**config.mk**
```make
export PLATFORM = sky130hd
export DESIGN_NAME = rmp_phy_flat
export DESIGN_NICKNAME = d
export VERILOG_FILES = /design/src/rmp_pkg.sv /design/src/rmp_rmii_if.sv /design/src/rmp_phy.sv /design/src/flat_wrapper.sv
export SDC_FILE = /design/constraint.sdc
export NUM_CORES = 1
export LEC_CHECK = 0
export ABC_AREA = 1
export BUFFER_PORTS_ARGS = -buffer_cell sky130_fd_sc_hd__buf_2
export CAP_MARGIN = 20
export CORE_UTILIZATION = 60
export CTS_BUF_LIST = sky130_fd_sc_hd__clkbuf_4 sky130_fd_sc_hd__clkbuf_8 sky130_fd_sc_hd__clkbuf_16
export CTS_CLUSTER_DIAMETER = 40
export DETAILED_ROUTE_END_ITERATION = 16
export PLACE_DENSITY = 0.8
export SYNTH_ARGS = -nofsm -noshare
export SYNTH_HDL_FRONTEND = slang
export SYNTH_SLANG_ARGS = --single-unit
export TNS_END_PERCENT = 10
```
**constraint.sdc**
```tcl
create_clock -name mclk -period 4.55 [get_ports mclk]
set_input_delay 0.6825 -clock mclk [delete_from_list [all_inputs] [get_ports mclk]]
set_output_delay 0.6825 -clock mclk [all_outputs]
set_load 0.02 [all_outputs]
```
**src/rmp_pkg.sv**
```systemverilog
package rmp_pkg;
    // ------------------------------------------------------------
    // Clock and line timing
    // ------------------------------------------------------------
    localparam int CLK_MHZ = 50;
    localparam int BIT_NS = 100;
    localparam int BIT_CYC = BIT_NS * CLK_MHZ / 1000;
    localparam int MID_GAP_MIN = BIT_CYC - 1;
    localparam int MID_GAP_MAX = BIT_CYC + 2;
    localparam int DIBIT_CYC_10 = 2 * BIT_CYC;
    localparam int DIBIT_CYC_100 = 1;
    localparam int POL_IDLE_CYC = 16;
    localparam int JABBER_MS = 45;
    localparam int JABBER_CYC = JABBER_MS * CLK_MHZ * 1000;
    localparam int LINK_LOSS_MS = 150;
    localparam int LINK_LOSS_CYC = LINK_LOSS_MS * CLK_MHZ * 1000;
    localparam int STRAP_SETTLE_CYC = 4;
    localparam int RX_FIFO_DEPTH = 4;

    // ------------------------------------------------------------
    // Transceiver status words
    // ------------------------------------------------------------
    localparam int REG_BASIC_STATUS = 1;
    localparam int JABBER_BIT = 1;
    localparam int REG_SPECIAL_CS = 27;
    localparam int POL_BIT = 4;
    localparam int LINK_BIT = 2;

    // ------------------------------------------------------------
    // Controller registers on AHB-Lite
    // ------------------------------------------------------------
    localparam logic [7:0] OFS_CTRL = 8'h00;
    localparam logic [7:0] OFS_TXDATA = 8'h04;
    localparam logic [7:0] OFS_RXDATA = 8'h08;
    localparam logic [7:0] OFS_STATUS = 8'h0C;
    localparam int CTRL_SPEED100_BIT = 0;
    localparam int RXDATA_VALID_BIT = 8;
    localparam int STAT_TXBUSY_BIT = 0;
    localparam int STAT_CRS_BIT = 1;
    localparam int STAT_OVERRUN_BIT = 2;
    localparam logic [31:0] CTRL_RESET = 32'h0000_0000;
    localparam logic [1:0] HTRANS_NONSEQ = 2'h2;

    typedef enum logic [1:0] {
        RMP_TX_IDLE = 2'b01,
        RMP_TX_SEND = 2'b10
    } rmp_tx_state_e;
endpackage : rmp_pkg

```
**src/rmp_rmii_if.sv**
```systemverilog
`timescale 1ns/10ps
interface rmp_rmii_if (
    input wire logic ref_clk  // Continuous shared reference clock
);
    logic [1:0] txd;
    logic tx_en;
    logic [1:0] rxd;
    logic rx_er;
    logic crs_dv;

    modport phy (input ref_clk, input txd, input tx_en, output rxd, output rx_er, output crs_dv);
    modport mac (input ref_clk, output txd, output tx_en, input rxd, input rx_er, input crs_dv);
endinterface : rmp_rmii_if

```
**src/rmp_phy.sv**
```systemverilog
// Local design decisions: register access over AHB-Lite and the register addresses.
`timescale 1ns/10ps
// Function
// - Deliver 4-bit nibbles at 2.5 MHz
// - Detect, correct, flag reversed receive polarity
// - Decode Manchester into bits, then nibbles
// - Link pulses in idle keep link up
// - MII nibble valid at 2.5 MHz edge
// - RMII di-bits valid at reference clock edge
// - Abort transmit on jabber within 45 ms
// - Clear jabber when transmit enable drops
// - Jabber flag in status register 1 bit 1
// - Shared clock, 2-bit paths, both speeds
// - Six link signals
// - Carrier sense asserts on carrier at once
// - Carrier sense drops on nibble boundaries
// - Toggle carrier sense while buffer drains
// - False carrier keeps carrier sense asserted
// - Receive data 00 until decoded data
// - Sample clock mode strap at start-up
// - System supplies 50 MHz reference clock
// - Output mode drives clock, disables interrupt
// - Reference clock times all, no transmit buffering
// - Elasticity buffer on receive path
// - Transmit data 00 while enable low
// - Valid transmit di-bit every period
module rmp_phy #(
    parameter int FIFO_DEPTH = rmp_pkg::RX_FIFO_DEPTH,
    parameter int JABBER_CYCLES = rmp_pkg::JABBER_CYC,
    parameter int LINK_LOSS_CYCLES = rmp_pkg::LINK_LOSS_CYC
) (
    input wire logic mclk,                     // 50 MHz reference clock
    input wire logic sys_rst,                  // Synchronous reset, active high
    rmp_rmii_if.phy link,                      // RMII toward the controller
    input wire logic line_rx_in,               // Sliced receive pair level
    input wire logic squelch_in,               // Squelch passed on receive pair
    input wire logic speed_100,                // 1 selects 100 Mb/s timing
    input wire logic clock_mode_strap,         // Strap: 1 selects clock output mode
    output logic line_tx_en,                   // Transmit enable toward the line
    output logic [1:0] line_txd,               // Transmit di-bit toward the line
    output logic [15:0] status_basic,          // Status word 1
    output logic [15:0] status_special,        // Status word 27
    output logic ref_clock_output_oe,          // Reference clock pin driven
    output logic interrupt_output_n,           // Interrupt, active low
    output logic interrupt_output_n_oe         // Interrupt pin driven
);
    import rmp_pkg::*;

    localparam int PW = $clog2(FIFO_DEPTH);
    localparam int JW = $clog2(JABBER_CYCLES + 1);
    localparam int LW = $clog2(LINK_LOSS_CYCLES + 1);

    // ------------------------------------------------------------
    // Pin synchronisers
    // ------------------------------------------------------------
    logic [2:0] sync1;
    logic [2:0] sync2;
    logic [2:0] sync3;
    logic line_q;
    logic carrier;
    logic strap_q;

    always_ff @(posedge mclk) begin
        sync1 <= {clock_mode_strap, squelch_in, line_rx_in};
        sync2 <= sync1;
        sync3 <= sync2;
    end

    always_ff @(posedge mclk) begin
        if (sys_rst) begin
            line_q <= 1'b0;
            carrier <= 1'b0;
            strap_q <= 1'b0;
        end else begin
            if (sync2[0] == sync3[0]) line_q <= sync3[0];
            if (sync2[1] == sync3[1]) carrier <= sync3[1];
            if (sync2[2] == sync3[2]) strap_q <= sync3[2];
        end
    end

    // ------------------------------------------------------------
    // Clock mode strap
    // ------------------------------------------------------------
    logic [2:0] settle_cnt;
    logic strap_done;
    logic clk_out_mode;

    always_ff @(posedge mclk) begin
        if (sys_rst) begin
            settle_cnt <= 3'h0;
            strap_done <= 1'b0;
            clk_out_mode <= 1'b0;
        end else if (!strap_done) begin
            settle_cnt <= settle_cnt + 3'h1;
            if (settle_cnt == 3'(STRAP_SETTLE_CYC - 1)) begin
                strap_done <= 1'b1;
                clk_out_mode <= strap_q;
            end
        end
    end

    // ------------------------------------------------------------
    // Polarity, link pulses and Manchester decoding
    // ------------------------------------------------------------
    logic polarity_reversed_flag;
    logic [4:0] idle_cnt;
    logic idle_last;
    logic line_c;
    logic line_prev;
    logic [3:0] gap;
    logic link_up;
    logic [LW-1:0] link_timer;
    logic bit_stb;
    logic bit_val;
    logic rx_err_q;

    assign line_c = line_q ^ polarity_reversed_flag;

    always_ff @(posedge mclk) begin
        if (sys_rst) begin
            polarity_reversed_flag <= 1'b0;
            idle_cnt <= 5'h00;
            idle_last <= 1'b0;
        end else if (carrier) begin
            idle_cnt <= 5'h00;
        end else begin
            idle_last <= line_q;
            if (line_q != idle_last) begin
                idle_cnt <= 5'h00;
            end else if (idle_cnt == 5'(POL_IDLE_CYC)) begin
                polarity_reversed_flag <= line_q;
            end else begin
                idle_cnt <= idle_cnt + 5'h01;
            end
        end
    end

    always_ff @(posedge mclk) begin
        if (sys_rst) begin
            link_up <= 1'b0;
            link_timer <= '0;
        end else if (!carrier && line_c && !line_prev) begin
            link_up <= 1'b1;
            link_timer <= LW'(LINK_LOSS_CYCLES);
        end else if (carrier) begin
            link_timer <= LW'(LINK_LOSS_CYCLES);
        end else if (link_timer != '0) begin
            link_timer <= link_timer - LW'(1);
        end else begin
            link_up <= 1'b0;
        end
    end

    always_ff @(posedge mclk) begin
        if (sys_rst) begin
            line_prev <= 1'b0;
            gap <= 4'h0;
            bit_stb <= 1'b0;
            bit_val <= 1'b0;
            rx_err_q <= 1'b0;
        end else begin
            line_prev <= line_c;
            bit_stb <= 1'b0;
            rx_err_q <= 1'b0;
            // Only a mid-bit edge restarts the gap; bit-boundary edges are skipped
            if (line_c != line_prev && gap >= 4'(MID_GAP_MIN)) begin
                gap <= 4'h0;
                if (carrier) begin
                    bit_stb <= 1'b1;
                    bit_val <= line_c;
                end
            end else if (gap != 4'hF) begin
                gap <= gap + 4'h1;
            end
            if (carrier && gap == 4'(MID_GAP_MAX)) rx_err_q <= 1'b1;
        end
    end

    // ------------------------------------------------------------
    // Nibble assembly and elasticity buffer
    // ------------------------------------------------------------
    logic [3:0] shreg;
    logic [1:0] bit_cnt;
    logic [3:0] fifo_mem [FIFO_DEPTH];
    logic [PW:0] wr_ptr;
    logic [PW:0] rd_ptr;
    logic fifo_empty;
    logic fifo_full;
    logic push;
    logic pop;

    assign fifo_empty = (wr_ptr == rd_ptr);
    assign fifo_full = (wr_ptr[PW-1:0] == rd_ptr[PW-1:0]) && (wr_ptr[PW] != rd_ptr[PW]);
    assign push = bit_stb && (bit_cnt == 2'h3) && !fifo_full;

    always_ff @(posedge mclk) begin
        if (sys_rst || !carrier) begin
            bit_cnt <= 2'h0;
            shreg <= 4'h0;
        end else if (bit_stb) begin
            shreg <= {bit_val, shreg[3:1]};
            bit_cnt <= bit_cnt + 2'h1;
        end
    end

    always_ff @(posedge mclk) begin
        if (push) fifo_mem[wr_ptr[PW-1:0]] <= {bit_val, shreg[3:1]};
    end

    always_ff @(posedge mclk) begin
        if (sys_rst) begin
            wr_ptr <= '0;
            rd_ptr <= '0;
        end else begin
            if (push) wr_ptr <= wr_ptr + (PW+1)'(1);
            if (pop) rd_ptr <= rd_ptr + (PW+1)'(1);
        end
    end

    // ------------------------------------------------------------
    // Receive di-bit output
    // ------------------------------------------------------------
    logic [3:0] dibit_cnt;
    logic dibit_tick;
    logic phase;
    logic active;
    logic [3:0] cur_nib;
    logic [3:0] dibit_last;

    assign dibit_last = speed_100 ? 4'(DIBIT_CYC_100 - 1) : 4'(DIBIT_CYC_10 - 1);
    assign dibit_tick = (dibit_cnt == dibit_last);
    assign pop = dibit_tick && phase && !fifo_empty;

    always_ff @(posedge mclk) begin
        if (sys_rst || dibit_tick) begin
            dibit_cnt <= 4'h0;
        end else begin
            dibit_cnt <= dibit_cnt + 4'h1;
        end
    end

    always_ff @(posedge mclk) begin
        if (sys_rst) begin
            phase <= 1'b0;
            active <= 1'b0;
            cur_nib <= 4'h0;
            link.rxd <= 2'b00;
        end else if (dibit_tick) begin
            phase <= ~phase;
            if (phase) begin
                active <= !fifo_empty;
                cur_nib <= fifo_mem[rd_ptr[PW-1:0]];
                link.rxd <= fifo_empty ? 2'b00 : fifo_mem[rd_ptr[PW-1:0]][1:0];
            end else begin
                link.rxd <= active ? cur_nib[3:2] : 2'b00;
            end
        end
    end

    always_ff @(posedge mclk) begin
        if (sys_rst) begin
            link.crs_dv <= 1'b0;
        end else if (carrier) begin
            link.crs_dv <= 1'b1;
        end else if (dibit_tick) begin
            link.crs_dv <= !phase && (active || link.crs_dv);
        end
    end

    always_ff @(posedge mclk) begin
        if (sys_rst) begin
            link.rx_er <= 1'b0;
        end else begin
            link.rx_er <= rx_err_q;
        end
    end

    // ------------------------------------------------------------
    // Transmit path and jabber
    // ------------------------------------------------------------
    logic jabber;
    logic [JW-1:0] jab_cnt;

    always_ff @(posedge mclk) begin
        if (sys_rst || !link.tx_en) begin
            jab_cnt <= '0;
            jabber <= 1'b0;
        end else if (jab_cnt == JW'(JABBER_CYCLES)) begin
            jabber <= 1'b1;
        end else begin
            jab_cnt <= jab_cnt + JW'(1);
        end
    end

    always_ff @(posedge mclk) begin
        if (sys_rst) begin
            line_tx_en <= 1'b0;
            line_txd <= 2'b00;
        end else begin
            line_tx_en <= link.tx_en && !jabber;
            line_txd <= (link.tx_en && !jabber) ? link.txd : 2'b00;
        end
    end

    // ------------------------------------------------------------
    // Status words and shared pins
    // ------------------------------------------------------------
    always_ff @(posedge mclk) begin
        if (sys_rst) begin
            status_basic <= 16'h0000;
            status_special <= 16'h0000;
            ref_clock_output_oe <= 1'b0;
            interrupt_output_n <= 1'b1;
            interrupt_output_n_oe <= 1'b0;
        end else begin
            status_basic <= 16'h0000;
            status_basic[JABBER_BIT] <= jabber;
            status_basic[LINK_BIT] <= link_up;
            status_special <= 16'h0000;
            status_special[POL_BIT] <= polarity_reversed_flag;
            ref_clock_output_oe <= strap_done && clk_out_mode;
            interrupt_output_n <= clk_out_mode || !jabber;
            interrupt_output_n_oe <= strap_done && !clk_out_mode;
        end
    end
endmodule : rmp_phy

```
**src/flat_wrapper.sv**
```systemverilog
// flat-port wrapper written by rule: the top's interface ports become plain ports
module rmp_phy_flat import rmp_pkg::*;
#(
    parameter int FIFO_DEPTH = rmp_pkg::RX_FIFO_DEPTH,
    parameter int JABBER_CYCLES = rmp_pkg::JABBER_CYC,
    parameter int LINK_LOSS_CYCLES = rmp_pkg::LINK_LOSS_CYC
)
  (mclk, sys_rst, line_rx_in, squelch_in, speed_100, clock_mode_strap, line_tx_en, line_txd, status_basic, status_special, ref_clock_output_oe, interrupt_output_n, interrupt_output_n_oe, ref_clk, link_txd, link_tx_en, link_rxd, link_rx_er, link_crs_dv);
  rmp_rmii_if link_i (.ref_clk(ref_clk));
  input wire logic mclk;
  input wire logic sys_rst;
  input wire logic line_rx_in;
  input wire logic squelch_in;
  input wire logic speed_100;
  input wire logic clock_mode_strap;
  output logic line_tx_en;
  output logic [1:0] line_txd;
  output logic [15:0] status_basic;
  output logic [15:0] status_special;
  output logic ref_clock_output_oe;
  output logic interrupt_output_n;
  output logic interrupt_output_n_oe;
  input wire logic ref_clk;
  input wire logic [$bits(link_i.txd)-1:0] link_txd;
  input wire logic [$bits(link_i.tx_en)-1:0] link_tx_en;
  output wire logic [$bits(link_i.rxd)-1:0] link_rxd;
  output wire logic [$bits(link_i.rx_er)-1:0] link_rx_er;
  output wire logic [$bits(link_i.crs_dv)-1:0] link_crs_dv;
  assign link_i.txd = link_txd;
  assign link_i.tx_en = link_tx_en;
  assign link_rxd = link_i.rxd;
  assign link_rx_er = link_i.rx_er;
  assign link_crs_dv = link_i.crs_dv;
  rmp_phy #(.FIFO_DEPTH(FIFO_DEPTH), .JABBER_CYCLES(JABBER_CYCLES), .LINK_LOSS_CYCLES(LINK_LOSS_CYCLES)) u_core (.mclk(mclk), .sys_rst(sys_rst), .link(link_i), .line_rx_in(line_rx_in), .squelch_in(squelch_in), .speed_100(speed_100), .clock_mode_strap(clock_mode_strap), .line_tx_en(line_tx_en), .line_txd(line_txd), .status_basic(status_basic), .status_special(status_special), .ref_clock_output_oe(ref_clock_output_oe), .interrupt_output_n(interrupt_output_n), .interrupt_output_n_oe(interrupt_output_n_oe));
endmodule
```
After elaboration in Yosys (flattened, before gate mapping)
Memories as Yosys holds them, arrays and structs flattened. A register that Yosys moved wholly into a read port is not among the register bits. Cells that the tools add are included.

Flip-flop bits (word level): 143. RAM bits: 16. Bits of input ports: 10. Output and inout port bits: 42. Logic and storage cells: 136. Memories: 1.

Add/sub/neg operators: 9. Magnitude comparators: 1. Equal/unequal tests: 17. Muxes and demuxes: 20. Bitwise gates (word level): 7. Reduce and logical (&&, ||, !) cells: 39.

Memory list: u_core.fifo_mem (words 4, width 4, read ports 1, clocked after memory_dff 1, write ports 1, RTL line rmp_phy.sv:184) `logic [3:0] fifo_mem [FIFO_DEPTH];`.

Operators with widths (count): 23-bit 2-to-1 mux (3); 23-bit nonzero test (1); 23-bit by 1-bit subtractor with 23-bit output (second input constant) (1); 22-bit by 1-bit adder with 22-bit output (second input constant) (1); 22-bit == test (second input constant) (1); 1-bit logical AND (13); 1-bit 2-to-1 mux (11); 2-bit 2-to-1 mux (5); 3-bit by 1-bit adder with 3-bit output (second input constant) (3); 4-bit by 1-bit adder with 4-bit output (second input constant) (2); 1-bit zero test (8); 2-bit AND reduction (4); 1-bit NOT (6); 2-bit OR reduction (3); 3-bit OR reduction (2); 5-bit by 1-bit adder with 5-bit output (second input constant) (1); 5-bit == test (second input constant) (1); 1-bit logical OR (5); 4-bit by 3-bit == test with 1-bit output (second input constant) (1); 4-bit == test (1); 4-bit by 3-bit >= comparator with 1-bit output (second input constant) (1); 4-bit 2-to-1 mux (1); 4-bit inequality test (second input constant) (1); 1-bit == test (3); 12 further kinds (14).

Longest topological paths before layout
Word-level depth: 6. Gate-level depth with buffers: 11. Gate-level depth less buffers: 10.

Worst setup path after synthesis
OpenSTA, ideal clock, no wires.

Path type: input -> register. From: input port speed_100. To: register u_core.link.rxd[1]. Setup time: 0.062 ns. Arrival: 1.415 ns. Data required time: 4.488 ns. Slack: 3.073 ns. Cell stages on the path: 9. Buffers on the path: 0. Path through: o21ai_1 -> nand2_1 -> nor2_2 -> nand2_2 -> inv_2 -> nand2_2 -> nor2_1 -> nand2_1 -> nand3_1.

Longest elaborated chain between the ends: 2.

Ends and longest elaborated chain: start, declared (RTL line flat_wrapper.sv:14) `input wire logic speed_100;`; 4-bit 2-to-1 mux (RTL line rmp_phy.sv:230) `assign dibit_last = speed_100 ? 4'(DIBIT_CYC_100 - 1) : 4'(DIBIT_CYC_10 - 1);`; 4-bit == test (RTL line rmp_phy.sv:231) `assign dibit_tick = (dibit_cnt == dibit_last);`; end signal, assigned (RTL line rmp_phy.sv:253) `link.rxd <= fifo_empty ? 2'b00 : fifo_mem[rd_ptr[PW-1:0]][1:0];`; end signal, assigned (RTL line rmp_phy.sv:255) `link.rxd <= active ? cur_nib[3:2] : 2'b00;`; end, declared (RTL line rmp_rmii_if.sv:11) `modport phy (input ref_clk, input txd, input tx_en, output rxd, output rx_er, output crs_dv);`.

Every way passes these cells. A chain may end at the register's enable or synchronous reset.

Worst setup path after layout
From: register u_core.link_timer[0]. To: register u_core.link_timer[21].

Longest elaborated chain between the ends: 4. Elaborated cells on any way between the ends: 6. Those cells by class: add/sub (1); mux (3); reduce/logical (2).

Ends and longest elaborated chain: start, declared (RTL line rmp_phy.sv:112) `logic [LW-1:0] link_timer;`; start signal, assigned (RTL line rmp_phy.sv:144) `link_timer <= LW'(LINK_LOSS_CYCLES);`; start signal, assigned (RTL line rmp_phy.sv:146) `link_timer <= LW'(LINK_LOSS_CYCLES);`; start signal, assigned (RTL line rmp_phy.sv:148) `link_timer <= link_timer - LW'(1);`; 23-bit by 1-bit subtractor with 23-bit output (RTL line rmp_phy.sv:148); 23-bit 2-to-1 mux (RTL line rmp_phy.sv:147) `end else if (link_timer != '0) begin`; 23-bit 2-to-1 mux (RTL line rmp_phy.sv:145) `end else if (carrier) begin`; 23-bit 2-to-1 mux (RTL line rmp_phy.sv:142) `end else if (!carrier && line_c && !line_prev) begin`.

Several ways; a longest one is shown, not always the timed one. The select of a mux whose other input is x is not followed.

==> metrics.cfg <==
[synth]
asyncSetResetFlopFracSynth_pct=0
syn-cell-area_um2=5950
synth_area_per_inst_um2=7.98
postSynth.topFlopCell=dfxtp_1
synth_sequential_area_ratio_pct=46.1
synth-warning-count=0
post_synth_edffs=16
yosysUniqueCellTypes=45
syn_inst=745
synth_register_bits=129

[critical_path]
worst_path_buffer_plus_inverter_count=1
reg2reg_from=u_core.link_timer[0]
critPathTopFamily=simple AND/OR/NAND/NOR gates
crit_path_end_kind=register
worst-endpoint-required_ns=4.93
worstSetupPathType=reg2reg
ff2ff_setup_slack_ns=2.56
crit_path_cell_trace=inv_1 > ha_1 > nand2_1 > nor2_2 > nand3_2 > nand3_1 > nand2_1 > nor2_1 > nor2_1
slowest_stage=nand3_2
cp_max_fo=20
r2r.worst_path.cells=9
crit_arrival_ns=2.37
cp_slowest_stage_delay_ns=0.43
crit_path_start_kind=register
worstReg2RegEnd=u_core.link_timer[21]

[timing]
fin_crit_sh_pct=43.7
clock_skew_ns=0.00843
timing_hold_violations_final=0
fin_setup_tns_ns=0
setup_ws_final_ns=2.56
max_freq_mhz=503
timing_worst_slew_pin_value_ns=0.528
setup_repair_after_global_routing_missed_its_margin=false
worst_slew_margin_rel_pct=64.8
fin_crit_ns=1.99
final_count_of_pins_violating_max_slew=0
setup-violations-final=0

[pwr]
finalPower_uw=2990
cell_pwr_density_nw_per_um2=453
vdd_drop_max_v=0.000299
sw_share_pct=29.0
power_frac_seq_pct=42.4
share_comb_of_total_power_pct=16.0
leakage_uw=0.00276
power_switching_uw=867
internal_power_consumption_uw=2120
power.clock.fraction_pct=41.6

[route]
drt_first_pass_iters=5
ant_nets=0
via_count=4721
drt-total-wl_mm=11.5
routedWlPerCell_um=12.6
drt_iter0_markers=231
viasPerCell=5.17
drc=0

[clock_tree]
cts-htree-levels=4
insertion_delay_to_the_later_sink_of_the_worst_skew_pair_ns=0.51
cts_repair_resize_count=0
clk_transition_reported_paths_ns=0.06
cts.path.max_buffers=2
tritoncts=yes
cts.sink_count=129
clock-root-buffer=clkbuf_8
cts_inserted_buffers=17
cts_setup_buffers=0
hold_buffers=0

[global_routing]
globalRouteOverflowTotal=0
number_of_global_route_vias_before_repair=4485
grt_antenna_before_repair=0
grtUsageTotal_pct=24.2
grt_start_max_net_pins=28
grt_pass1_wl_mm=19.4

[cells_and_area]
synthToLayoutAreaGrowth_pct=10.8
layout.nets=799
layout_cell_share_with_drive_strength_beyond_1_pct=14.5
final_cell_mix=113 x nand2_1, 113 x dfxtp_1, 108 x nor2_1, 81 x inv_1, 49 x nand3_1
fillers=720
post_layout_nonfiller_instances=914
finish.utilization_pct=70.0
antenna_cells_inserted=0

[placement]
detailed_place_hpwl_mm=7.94
place_inst=883
final_estimated_routing_congestion_in_global_placement=0.903
detailedPlace.worstSlack_ns=2.08
port_buffers=21

[floorplanning]
ios=52
fp.coreArea_um2=9420
die-height_um=102
dieArea_um2=10300
die_width_um=102
placement_rows=35
initial_core_util_pct=63.2

[hold_path]
whs_endpoint=u_core.sync1[2]
path_type_of_the_worst_min_delay_path=in2reg
timing.hold.worst.start=clock_mode_strap
whs_path_depth=1

[run]
max_cap_violations=0

[outcome]
run_status=finished clean

[stage by stage]
stage | hold slack [ns] | area (um2)
after detailed placement | 0.317 | 6030
after floorplan | 0.310 | 6050
after global routing | 0.247 | 6590
final | 0.272 | 6590
after global placement | 0.314 | 6030
after CTS | 0.249 | 6590
[logic make-up after synthesis]
kind of cell / synth area share (%)
xor gates and xnor gates: 2.65
and+or+nand+nor: 27.6
other: 0.0630
DFF: 46.1
adders and majority gates: 3.37
buffers and inverters: 10.5
AOI/OAI and AO/OA: 9.68
[Yosys cell counts, types with 13 or more instances]
cell        n  share of area, %
o21ai_0    31               2.6
nor2_2     14               1.5
a21oi_1    45               3.8
buf_4      30               3.8
dfxtp_1   113                38
nand3_1    49               4.1
nand4_1    13               1.4
ha_1       16               3.4
nand2_1   113               7.1
inv_1      81               5.1
edfxtp_1   16               8.1
nor2_1    108               6.8
[power by group through the flow]
| stage | registers [uW] | logic (uW) | clock network [uW] |
|---|---|---|---|
| floorplan | 1280 | 409 | 0 |
| global placement | 1290 | 450 | 0 |
| detailed placement | 1290 | 467 | 0 |
| CTS | 1270 | 475 | 1260 |
| global route | 1280 | 537 | 1310 |
| finish | 1270 | 479 | 1240 |
[cell type report]
| class | count | area (um2) | area share, % |
|---|---|---|---|
| clock buffers | 21 | 485 | 7.37 |
| flip-flops and latches | 129 | 2740 | 41.6 |
| well taps | 129 | 161 | 2.45 |
| inverters | 90 | 340 | 5.16 |
| multi-input cells | 514 | 2680 | 40.7 |
| repair buffers | 21 | 105 | 1.59 |
| clock inverters | 10 | 72.6 | 1.10 |
[state kept, by name (all words and copies together) (netlist names), 2 cells and up, named ones only]
signal	count
u_core.bit_cnt	2
u_core.cur_nib	2
u_core.dibit_cnt	4
u_core.fifo_mem	16
u_core.gap	4
u_core.idle_cnt	5
u_core.jab_cnt	22
u_core.line_txd	2
u_core.link.rxd	2
u_core.link_timer	23
u_core.rd_ptr	3
u_core.settle_cnt	3
u_core.shreg	3
u_core.status_basic	2
u_core.sync1	3
u_core.sync2	3
u_core.sync3	3
u_core.wr_ptr	3
[how the worst max path moves through the flow]
| stage | startpoint | end | cells after the start |
|---|---|---|---|
| finish | u_core.link_timer[0] | u_core.link_timer[21] | 9 |
| global route | sys_rst | u_core.jab_cnt[5] | 6 |
| CTS | sys_rst | u_core.jab_cnt[4] | 6 |
| detailed placement | sys_rst | u_core.jab_cnt[14] | 6 |
| global placement | sys_rst | u_core.jab_cnt[12] | 6 |
| floorplan | speed_100 | u_core.link.rxd[1] | 9 |
[layer usage]
| metal | vias up | part of all wire, % | track usage [%] |
|---|---|---|---|
| met4 | 0 | 2.5 | 13.0 |
| met2 | 101 | 51 | 42.6 |
| met1 | 2172 | 43 | 27.2 |
| met5 | - | 0 | 0 |
| met3 | 34 | 3.1 | 5.59 |
| li1 | 2414 | - | - |
[worst register-to-register path, delay by kind of cell, from the launching register on]
kind          cells  cell delay (ns)
fa+ha+maj         1             0.25
buf+inv           1             0.13
flops             1             0.30
simple gates      7             1.16
Note: power is estimated with default switching activity, not from simulation.
